`src/common/mops_map.vh`:
```
`ifndef MOPS_MAP_VH
`define MOPS_MAP_VH
// register byte offsets on the axi4-lite port
`define MOPS_A_SEQ      8'h00
`define MOPS_A_FORCE    8'h04
`define MOPS_A_HMODE    8'h08
`define MOPS_A_HCTRL    8'h0c
`define MOPS_A_OTP      8'h10
`define MOPS_A_LEND     8'h14
`define MOPS_A_TEACH    8'h18
`define MOPS_A_OVR      8'h1c
`define MOPS_A_STAT     8'h20
`define MOPS_A_POS      8'h24
`define MOPS_A_HOME     8'h28
// program sequence option codes
`define MOPS_SEQ_STOP   2'h0
`define MOPS_SEQ_STEP   2'h1
`define MOPS_SEQ_CONT   2'h2
// home mode codes
`define MOPS_HM_LEAVE   3'h1
`define MOPS_HM_LVIDX   3'h3
`define MOPS_HM_ENIDX   3'h4
`define MOPS_HM_ENTER   3'h5
`define MOPS_HM_HERE    3'h6
`define MOPS_HM_LIMIT   3'h7
// reset values
`define MOPS_RST_HMODE  3'h6
`define MOPS_RST_OVR    16'h2710
`define MOPS_RST_LIM    22'h00_0000
// ranges and field positions
`define MOPS_LIM_MAX    22'h27_ffff
`define MOPS_OVR_MAX    16'h4e20
`define MOPS_F_RELEASE  16
// override scaling: ratio in 0.01 percent, 2^27/10000
`define MOPS_OVR_RECIP  14'h346e
`define MOPS_OVR_SHIFT  27
`endif

```
`src/rtl/mops_top.v`:
```
`timescale 1ns/1ps
`include "mops_map.vh"
module mops_top (
	input  wire        clk,
	input  wire        rst_n,
	input  wire [7:0]  s_axi_awaddr,
	input  wire [2:0]  s_axi_awprot,
	input  wire        s_axi_awvalid,
	output wire        s_axi_awready,
	input  wire [31:0] s_axi_wdata,
	input  wire [3:0]  s_axi_wstrb,
	input  wire        s_axi_wvalid,
	output wire        s_axi_wready,
	output reg  [1:0]  s_axi_bresp,
	output reg         s_axi_bvalid,
	input  wire        s_axi_bready,
	input  wire [7:0]  s_axi_araddr,
	input  wire [2:0]  s_axi_arprot,
	input  wire        s_axi_arvalid,
	output wire        s_axi_arready,
	output reg  [31:0] s_axi_rdata,
	output reg  [1:0]  s_axi_rresp,
	output reg         s_axi_rvalid,
	input  wire        s_axi_rready,
	input  wire        runInput,
	input  wire        channelGateInput,
	input  wire [7:0]  progSelect,
	input  wire        chanDone,
	output reg         progStart,
	output reg  [7:0]  progChan,
	output reg         progActive,
	input  wire [7:0]  funcOut,
	input  wire [7:0]  busFuncOut,
	output reg  [7:0]  generalOutput,
	output reg  [7:0]  fieldbusOutput,
	input  wire        homeSensor,
	input  wire        limitSensor,
	input  wire        indexPulse,
	output wire        homeMoveReq,
	output wire        homeMoveDir,
	input  wire [21:0] position,
	input  wire        sensorFaultAlarm,
	input  wire        absolutePositionAlarm,
	input  wire        overspeedAlarm,
	output reg         softLimitHit,
	input  wire        overrideRequestInput,
	input  wire [15:0] cmdVel,
	output reg  [16:0] velOut
);
	// filtered pin inputs
	wire [7:0]  selF;        // channel select pins
	wire [5:0]  pinF;        // run, gate, sensors, index, override
	wire        runF   = pinF[0];
	wire        gateF  = pinF[1];
	wire        ovrF   = pinF[5];
	reg         runPrev;     // run edge detect

	// axi state
	reg         awHeld;      // write address captured
	reg  [7:0]  awAddrQ;     // captured write address
	reg         wHeld;       // write data captured
	reg  [31:0] wDataQ;      // captured write data
	reg  [3:0]  wStrbQ;      // captured strobes
	wire        doWrite = awHeld & wHeld & ~s_axi_bvalid;
	wire [31:0] mask = {{8{wStrbQ[3]}}, {8{wStrbQ[2]}}, {8{wStrbQ[1]}}, {8{wStrbQ[0]}}};

	// software state
	reg  [1:0]  seqOpt;      // program sequence option
	reg  [7:0]  forceEn;     // outputs under forcing
	reg  [7:0]  forceVal;    // forced levels
	reg  [2:0]  homeMode;    // home return mode
	reg         homeStart;   // one-cycle start
	reg  [21:0] limStart;    // forbidden span start
	reg  [21:0] limEnd;      // forbidden span end
	reg  [15:0] ovrRatio;    // override in 0.01 percent
	reg         teachRefused;// last teach refused
	reg         stepPending; // option 1 advance owed

	// merged write values
	wire [31:0] mergeOtp = ({10'h000, limStart} & ~mask) | (wDataQ & mask);
	wire [31:0] mergeEnd = ({10'h000, limEnd} & ~mask) | (wDataQ & mask);
	wire [31:0] mergeOvr = ({16'h0000, ovrRatio} & ~mask) | (wDataQ & mask);
	wire        alarmAny = sensorFaultAlarm | absolutePositionAlarm | overspeedAlarm;
	wire        wrTeach  = doWrite & (awAddrQ == `MOPS_A_TEACH) & wStrbQ[0];

	// home block
	wire        homeBusy;
	wire        homeDone;
	wire        homeErr;
	wire [21:0] homePos;

	assign s_axi_awready = ~awHeld & ~s_axi_bvalid;
	assign s_axi_wready  = ~wHeld & ~s_axi_bvalid;
	assign s_axi_arready = ~s_axi_rvalid;

	mops_sync #(.W(8)) u_selSync (
		.clk   (clk),
		.rst_n (rst_n),
		.din   (progSelect),
		.dout  (selF)
	);

	mops_sync #(.W(6)) u_pinSync (
		.clk   (clk),
		.rst_n (rst_n),
		.din   ({overrideRequestInput, indexPulse, limitSensor, homeSensor, channelGateInput, runInput}),
		.dout  (pinF)
	);

	mops_home u_home (
		.clk         (clk),
		.rst_n       (rst_n),
		.start       (homeStart),
		.mode        (homeMode),
		.homeSensor  (pinF[2]),
		.limitSensor (pinF[3]),
		.indexPulse  (pinF[4]),
		.pos         (position),
		.busy        (homeBusy),
		.done        (homeDone),
		.err         (homeErr),
		.moveReq     (homeMoveReq),
		.moveDir     (homeMoveDir),
		.homePos     (homePos)
	);

	// axi write channels, address and data taken in either order
	always @(posedge clk)
	begin
		if (!rst_n)
		begin
			awHeld       <= 1'b0;
			awAddrQ      <= 8'h00;
			wHeld        <= 1'b0;
			wDataQ       <= 32'h0000_0000;
			wStrbQ       <= 4'h0;
			s_axi_bvalid <= 1'b0;
			s_axi_bresp  <= 2'h0;
		end
		else
		begin
			if (s_axi_awvalid & s_axi_awready)
			begin
				awHeld  <= 1'b1;
				awAddrQ <= s_axi_awaddr;
			end
			if (s_axi_wvalid & s_axi_wready)
			begin
				wHeld  <= 1'b1;
				wDataQ <= s_axi_wdata;
				wStrbQ <= s_axi_wstrb;
			end
			if (doWrite)
			begin
				awHeld       <= 1'b0;
				wHeld        <= 1'b0;
				s_axi_bvalid <= 1'b1;
				s_axi_bresp  <= (awAddrQ > `MOPS_A_HOME || awAddrQ[1:0] != 2'h0) ? 2'h2 : 2'h0;
			end
			else if (s_axi_bvalid & s_axi_bready)
				s_axi_bvalid <= 1'b0;
		end
	end

	// register writes and teach
	always @(posedge clk)
	begin
		if (!rst_n)
		begin
			seqOpt       <= `MOPS_SEQ_STOP;
			forceEn      <= 8'h00;
			forceVal     <= 8'h00;
			homeMode     <= `MOPS_RST_HMODE;
			homeStart    <= 1'b0;
			limStart     <= `MOPS_RST_LIM;
			limEnd       <= `MOPS_RST_LIM;
			ovrRatio     <= `MOPS_RST_OVR;
			teachRefused <= 1'b0;
		end
		else
		begin
			homeStart <= 1'b0;
			if (doWrite)
			begin
				case (awAddrQ)
					`MOPS_A_SEQ:
						if (wStrbQ[0] && wDataQ[1:0] != 2'h3)
							seqOpt <= wDataQ[1:0];
					`MOPS_A_FORCE:
					begin
						// bit n of bytes 0 and 1 is output n; mask 0 means X
						if (wStrbQ[1] & wStrbQ[0])
						begin
							forceEn  <= ((wStrbQ[2] & wDataQ[`MOPS_F_RELEASE]) ? 8'h00 : forceEn)
							            | wDataQ[15:8];
							forceVal <= (forceVal & ~wDataQ[15:8]) | (wDataQ[7:0] & wDataQ[15:8]);
						end
						else if (wStrbQ[2] & wDataQ[`MOPS_F_RELEASE])
							forceEn <= 8'h00;
					end
					`MOPS_A_HMODE:
						if (wStrbQ[0])
							homeMode <= wDataQ[2:0];
					`MOPS_A_HCTRL:
						homeStart <= wStrbQ[0] & wDataQ[0];
					`MOPS_A_OTP:
						if (mergeOtp <= {10'h000, `MOPS_LIM_MAX})
							limStart <= mergeOtp[21:0];
					`MOPS_A_LEND:
						if (mergeEnd <= {10'h000, `MOPS_LIM_MAX})
							limEnd <= mergeEnd[21:0];
					`MOPS_A_OVR:
						if (mergeOvr[15:0] <= `MOPS_OVR_MAX && mergeOvr[31:16] == 16'h0000)
							ovrRatio <= mergeOvr[15:0];
					default:
						homeStart <= 1'b0;
				endcase
			end
			// teach start (bit 0) and end (bit 1) from measured position
			if (wrTeach & (wDataQ[0] | wDataQ[1]))
			begin
				if (alarmAny)
					teachRefused <= 1'b1;
				else
				begin
					teachRefused <= 1'b0;
					if (wDataQ[0] && position <= `MOPS_LIM_MAX)
						limStart <= position;
					if (wDataQ[1] && position <= `MOPS_LIM_MAX)
						limEnd <= position;
				end
			end
		end
	end

	// axi read channel, one cycle after the address is taken
	always @(posedge clk)
	begin
		if (!rst_n)
		begin
			s_axi_rvalid <= 1'b0;
			s_axi_rdata  <= 32'h0000_0000;
			s_axi_rresp  <= 2'h0;
		end
		else if (s_axi_arvalid & s_axi_arready)
		begin
			s_axi_rvalid <= 1'b1;
			s_axi_rresp  <= 2'h0;
			case (s_axi_araddr)
				`MOPS_A_SEQ:   s_axi_rdata <= {30'h0000_0000, seqOpt};
				`MOPS_A_FORCE: s_axi_rdata <= {16'h0000, forceEn, forceVal};
				`MOPS_A_HMODE: s_axi_rdata <= {29'h0000_0000, homeMode};
				`MOPS_A_HCTRL: s_axi_rdata <= {29'h0000_0000, homeErr, homeDone, homeBusy};
				`MOPS_A_OTP:   s_axi_rdata <= {10'h000, limStart};
				`MOPS_A_LEND:  s_axi_rdata <= {10'h000, limEnd};
				`MOPS_A_TEACH: s_axi_rdata <= {31'h0000_0000, teachRefused};
				`MOPS_A_OVR:   s_axi_rdata <= {16'h0000, ovrRatio};
				`MOPS_A_STAT:  s_axi_rdata <= {16'h0000, progChan, 1'b0, ovrF, teachRefused,
				                               softLimitHit, homeErr, homeDone, homeBusy, progActive};
				`MOPS_A_POS:   s_axi_rdata <= {10'h000, position};
				`MOPS_A_HOME:  s_axi_rdata <= {10'h000, homePos};
				default:
				begin
					s_axi_rdata <= 32'h0000_0000;
					s_axi_rresp <= 2'h2;
				end
			endcase
		end
		else if (s_axi_rvalid & s_axi_rready)
			s_axi_rvalid <= 1'b0;
	end

	// program channel sequencing
	always @(posedge clk)
	begin
		if (!rst_n)
		begin
			runPrev     <= 1'b0;
			progStart   <= 1'b0;
			progChan    <= 8'h00;
			progActive  <= 1'b0;
			stepPending <= 1'b0;
		end
		else
		begin
			runPrev   <= runF;
			progStart <= 1'b0;
			if (progActive & chanDone)
			begin
				case (seqOpt)
					`MOPS_SEQ_CONT:
					begin
						progChan  <= progChan + 8'h01;
						progStart <= 1'b1;
					end
					`MOPS_SEQ_STEP:
					begin
						progActive  <= 1'b0;
						stepPending <= 1'b1;
					end
					default:
						progActive <= 1'b0;
				endcase
			end
			else if (~progActive & runF & ~runPrev)
			begin
				progActive  <= 1'b1;
				progStart   <= 1'b1;
				stepPending <= 1'b0;
				if (seqOpt == `MOPS_SEQ_STEP && stepPending)
					progChan <= progChan + 8'h01;
				else if (seqOpt != `MOPS_SEQ_STEP && gateF)
					progChan <= selF;
				else if (seqOpt == `MOPS_SEQ_STEP && !stepPending)
					progChan <= selF;
			end
		end
	end

	// output forcing, soft limit window and override
	wire [30:0] ovrProd = cmdVel * ovrRatio;
	wire [44:0] ovrScaled = ovrProd * `MOPS_OVR_RECIP;
	always @(posedge clk)
	begin
		if (!rst_n)
		begin
			generalOutput  <= 8'h00;
			fieldbusOutput <= 8'h00;
			softLimitHit   <= 1'b0;
			velOut         <= 17'h0_0000;
		end
		else
		begin
			generalOutput  <= (forceEn & forceVal) | (~forceEn & funcOut);
			fieldbusOutput <= (forceEn & forceVal) | (~forceEn & busFuncOut);
			if (limStart <= limEnd)
				softLimitHit <= (position >= limStart) & (position <= limEnd);
			else
				softLimitHit <= (position >= limStart) | (position <= limEnd);
			if (ovrF)
				velOut <= ovrScaled[`MOPS_OVR_SHIFT+16:`MOPS_OVR_SHIFT];
			else
				velOut <= {1'b0, cmdVel};
		end
	end
endmodule // mops_top

```
`src/rtl/mops_sync.v`:
```
`timescale 1ns/1ps
// three-stage input filter; output moves when stages two and three agree
module mops_sync #(
	parameter W = 1
) (
	input  wire         clk,
	input  wire         rst_n,
	input  wire [W-1:0] din,
	output reg  [W-1:0] dout
);
	reg [W-1:0] s1; // first stage, read only by s2
	reg [W-1:0] s2; // second stage
	reg [W-1:0] s3; // third stage
	genvar i;
	generate
		for (i = 0; i < W; i = i + 1)
		begin : g_bit
			// per-bit chain and agreement filter
			always @(posedge clk)
			begin
				if (!rst_n)
				begin
					s1[i]   <= 1'b0;
					s2[i]   <= 1'b0;
					s3[i]   <= 1'b0;
					dout[i] <= 1'b0;
				end
				else
				begin
					s1[i] <= din[i];
					s2[i] <= s1[i];
					s3[i] <= s2[i];
					if (s2[i] == s3[i])
						dout[i] <= s3[i];
				end
			end
		end
	endgenerate
endmodule // mops_sync

```
`src/rtl/mops_home.v`:
```
`timescale 1ns/1ps
`include "mops_map.vh"
// home return sequencer
module mops_home (
	input  wire        clk,
	input  wire        rst_n,
	input  wire        start,
	input  wire [2:0]  mode,
	input  wire        homeSensor,
	input  wire        limitSensor,
	input  wire        indexPulse,
	input  wire [21:0] pos,
	output reg         busy,
	output reg         done,
	output reg         err,
	output reg         moveReq,
	output reg         moveDir,
	output reg  [21:0] homePos
);
	localparam S_IDLE = 3'd0;
	localparam S_ON   = 3'd1;
	localparam S_OFF  = 3'd2;
	localparam S_IDX  = 3'd3;
	localparam S_LIM  = 3'd4;
	reg  [2:0] state;     // sequencer state
	reg  [2:0] modeQ;     // mode latched at start
	reg        hsPrev;    // previous home sensor level
	reg        ixPrev;    // previous index level
	wire       hsRise = homeSensor & ~hsPrev;
	wire       hsFall = ~homeSensor & hsPrev;
	wire       ixRise = indexPulse & ~ixPrev;
	// state machine; home position captured from live position
	always @(posedge clk)
	begin
		if (!rst_n)
		begin
			state   <= S_IDLE;
			modeQ   <= `MOPS_RST_HMODE;
			hsPrev  <= 1'b0;
			ixPrev  <= 1'b0;
			busy    <= 1'b0;
			done    <= 1'b0;
			err     <= 1'b0;
			moveReq <= 1'b0;
			moveDir <= 1'b0;
			homePos <= 22'h00_0000;
		end
		else
		begin
			hsPrev <= homeSensor;
			ixPrev <= indexPulse;
			case (state)
				S_IDLE:
				begin
					if (start)
					begin
						modeQ   <= mode;
						done    <= 1'b0;
						err     <= 1'b0;
						moveDir <= 1'b0;
						case (mode)
							`MOPS_HM_HERE:
							begin
								homePos <= pos;
								done    <= 1'b1;
							end
							`MOPS_HM_LIMIT:
							begin
								state   <= S_LIM;
								busy    <= 1'b1;
								moveReq <= 1'b1;
							end
							`MOPS_HM_LEAVE, `MOPS_HM_LVIDX, `MOPS_HM_ENIDX, `MOPS_HM_ENTER:
							begin
								state   <= S_ON;
								busy    <= 1'b1;
								moveReq <= 1'b1;
							end
							default:
								err <= 1'b1; // undefined mode refused
						endcase
					end
				end
				S_ON:
				begin
					// wait for entry into sensor area
					if (hsRise)
					begin
						case (modeQ)
							`MOPS_HM_ENTER:
							begin
								homePos <= pos;
								state   <= S_IDLE;
								busy    <= 1'b0;
								moveReq <= 1'b0;
								done    <= 1'b1;
							end
							`MOPS_HM_ENIDX:
								state <= S_IDX;
							default:
								state <= S_OFF;
						endcase
					end
				end
				S_OFF:
				begin
					// wait for leaving the sensor area
					if (hsFall)
					begin
						if (modeQ == `MOPS_HM_LEAVE)
						begin
							homePos <= pos;
							state   <= S_IDLE;
							busy    <= 1'b0;
							moveReq <= 1'b0;
							done    <= 1'b1;
						end
						else
							state <= S_IDX;
					end
				end
				S_LIM:
				begin
					// reverse once the limit sensor is reached
					if (limitSensor)
					begin
						moveDir <= 1'b1;
						state   <= S_IDX;
					end
				end
				S_IDX:
				begin
					// first index edge sets home
					if (ixRise)
					begin
						homePos <= pos;
						state   <= S_IDLE;
						busy    <= 1'b0;
						moveReq <= 1'b0;
						done    <= 1'b1;
					end
				end
				default:
					state <= S_IDLE;
			endcase
		end
	end
endmodule // mops_home

```
`config.mk`:
```
export PLATFORM = sky130hd
export DESIGN_NAME = mops_top
export DESIGN_NICKNAME = d
export VERILOG_FILES = /design/src/rtl/mops_top.v /design/src/rtl/mops_sync.v /design/src/rtl/mops_home.v
export VERILOG_INCLUDE_DIRS = /design/src /design/src/common
export SDC_FILE = /design/constraint.sdc
export NUM_CORES = 2
export LEC_CHECK = 0
export BUFFER_PORTS_ARGS = -buffer_cell sky130_fd_sc_hd__buf_2
export CAP_MARGIN = 30
export CELL_PAD_IN_SITES_DETAIL_PLACEMENT = 1
export CELL_PAD_IN_SITES_GLOBAL_PLACEMENT = 1
export CORE_AREA = 2 2 251 253
export DETAILED_ROUTE_END_ITERATION = 12
export DIE_AREA = 0 0 253 255
export GPL_ROUTABILITY_DRIVEN = 0
export MAX_ROUTING_LAYER = met4
export PLACE_DENSITY = 0.78
export SETUP_SLACK_MARGIN = 0.05
export SYNTH_ARGS = -nofsm -noshare
export SYNTH_HDL_FRONTEND = slang
export SYNTH_HIERARCHICAL = 1
export SYNTH_SLANG_ARGS = --single-unit
```
`constraint.sdc`:
```
create_clock -name clk -period 15.2 [get_ports clk]
set_input_delay 2.28 -clock clk [delete_from_list [all_inputs] [get_ports clk]]
set_output_delay 2.28 -clock clk [all_outputs]
set_load 0.02 [all_outputs]
```
==> reports/results.ini <==
[synthesis]
syn_avg_cell_area_um2 = 8.75
synth_cell_types = 104
yosysSeqAreaShare_pct = 19.9
yosys-top-cells-area = fa_1 24%, dfxtp_1 20%, ha_1 12%, inv_1 7.6%, nand2_1 5.0%
synthArstFlopShare_pct = 0
synth_area_leader_cell = fa_1
synth_xor_area_share_pct = 2.09
synth_cells = 3353
synthMuxAreaShare_pct = 3.52
synth_edf_count = 0
synth_fa_ha_area_share_pct = 35.8
ys.flop_type = dfxtp_1
yosys_warnings = 6
syn-cell-area_mm2 = 0.0293
synth_top_family_by_area = adder cells
synth_top_area_share_pct = 23.5
synth-simple-area-share_pct = 15.4
synth_compound_area_share_pct = 13.2
synth-seq-cells = 291

[timing]
worstMarginPinSlew_ps = 1040
period_share_pct = 85.4
fmax_mhz = 77.1
setup_ws_ps = 2220
finalSetupViolCount = 0
slew_headroom_pct = 29.9
hold_viol = 0
rsz0062_at_grt = no
fin_skew_ps = 36.4
slew_violations = 0
fin_setup_tns_ps = 0
period_needed_ps = 12980

[cells_and_area]
final_cell_mix = 593 x inv_1, 391 x nand2_1, 345 x fa_1
final_nets = 4252
areaGrowthSynthToFinish_pct = 9.52
final_common_cell = inv_1
drive_gt1_share_pct = 9.58

[setup_path]
crit_top_cell = fa_1
critPathKind = input pin to flip-flop
reg2reg_to = velOut[15]
critPathRequiredTime_ps = 15650
worst-r2r-setup-slack_ps = 3380
crit_fanout = 17
arrival_ps = 13430
critPathLaunch = cmdVel[6]
endpoint_kind = flip-flop
r2r_start = ovrRatio[15]
r2r_cells = 37
slowest_delay_ps = 560
cp_slowest_cell = fa_1
start_kind = input pin

[min_path]
hp-class = flip-flop to flip-flop
holdPathStages = 1
min_from = u_selSync/s1[6]
holdPathEnd = u_selSync/s2[6]

[cts]
cts_resized = 0
cts_hold_buf = 0
cts_buffer_depth = 3
h-tree-depth = 2
post_cts.repair.setup_buffers = 0
cts.reportedPaths.clkPinSlew_ps = 60
root_buffer = clkbuf_16
cts_num_sinks = 291
cts_tree = yes
cts_buffers = 35
clock_latency_ps = 570

[global_route]
grt_pass1_wl_mm = 148
grt_pass1_vias = 27100
antenna_found_initial = 7
track_usage_pct = 30.3
grt_max_degree = 89
gr-total-overflow = 0

[drt]
detail_route.first_pass.iterations = 5
vias = 24500
totalWireLength_mm = 93.8
wl_per_cell_um = 21.7
viasPerCell = 5.69
drcViolationCount = 0
ant_nets = 0
drt_first_iter_violations = 1151

[placed_design]
post-place-ws_ps = 1620
port-buffer-count = 205
dp_hpwl_mm = 73.0

[die]
pin_count = 224
coreArea_mm2 = 0.0622
rows = 92
fp.dieH_um = 255
die_w_um = 253
dieArea_mm2 = 0.0645
initial_utilization_pct = 47.2

[run]
maxCapViolCount = 0

[status]
status = complete, no violations

worst max-delay path by stage:
stage | to | slack (ps)
after floorplan | velOut[15] | 2700
after global placement | velOut[15] | 1850
after detailed placement | velOut[15] | 1620
after CTS | velOut[15] | 2230
after global routing | velOut[15] | 1670
final | velOut[15] | 2220
metal layers:
layer	part of all wire (%)	up-vias	global-route usage (%)
met5	0	-	-
met4	4.6	0	13.2
met3	5.3	216	4.10
met2	50	700	52.5
met1	40	12500	35.1
li1	-	11100	-
cells by family (layout without fill, tap and decap cells):
family,count (synthesis),count (layout)
AOI/OAI and AO/OA,579,579
and+or+nand+nor,936,936
DFF,291,291
buffers and inverters,746,890
xor gates and xnor gates,64,64
adders and majority gates,633,633
other,1,19
muxes,103,103
synth_stat cells, types with 5 or more instances:
master	n
a22o_1	16
nand2b_1	25
and3_1	16
xnor2_1	46
buf_2	11
buf_4	15
ha_1	288
nor3b_1	6
nand3_1	40
a21boi_0	9
o211ai_1	10
a21o_1	50
dfxtp_1	291
mux2i_1	102
a21oi_1	185
or3_1	8
o21a_1	9
fa_1	345
inv_1	593
and4_1	5
o22ai_1	6
a211oi_1	60
clkbuf_1	107
nor2b_1	14
o211a_1	5
nor3_1	30
nor2_1	152
buf_6	7
a21boi_2	8
a22oi_1	33
nor4_1	11
a31oi_1	21
and2_1	177
xor2_1	12
nand2_1	391
or4_1	8
xnor2_2	5
nand4_1	24
a221oi_1	18
o21ai_0	84
flip-flops by register name, summed over array words and instances, names as in the netlist, 8 cells and up, named ones only:
name and count:
u_selSync/s3 8, limEnd 22, forceEn 8, ovrRatio 16, u_selSync/s1 8, fieldbusOutput 8
awAddrQ 8, generalOutput 8, u_selSync/s2 8, s_axi_rdata 22, wDataQ 32, progChan 8
limStart 22, u_selSync/dout 8, u_home/homePos 22, velOut 17
metrics by stage:
step | util (%) | cell area [um2] | cells | hold slack (ps)
3_5_place_dp | 49.7 | 30900 | 4243 | 422
4_1_cts | 51.6 | 32100 | 4306 | 437
6_report | 51.7 | 32100 | 4314 | 433
2_1_floorplan | - | 29400 | 3364 | 412
5_1_grt | 51.7 | 32100 | 4313 | 450
3_3_place_gp | 49.7 | 30900 | 4243 | 417
area by class of cell:
type                            count  area (um2)
Antenna cell                        7        17.5
Tap cell                          799        1000
Fill cell                        7334       30000
Multi-Input combinational cell   2327       20600
Timing Repair Buffer              231        1240
Sequential cell                   291        5830
Inverter                          596        2240
Clock inverter                     16         230
Clock buffer                       47         971
critical path, delay by kind of cell:
kind / cells / cell delay, ps
adder cells (fa/ha/maj): 13 / 6210
AO/OA/AOI/OAI: 10 / 2410
AND/OR/NAND/NOR: 6 / 1390
buffers and inverters: 10 / 980
multiplexers: 1 / 120
Power is not shown: default switching activity piles up to over one toggle a cycle in this logic, so the estimate is an artifact.
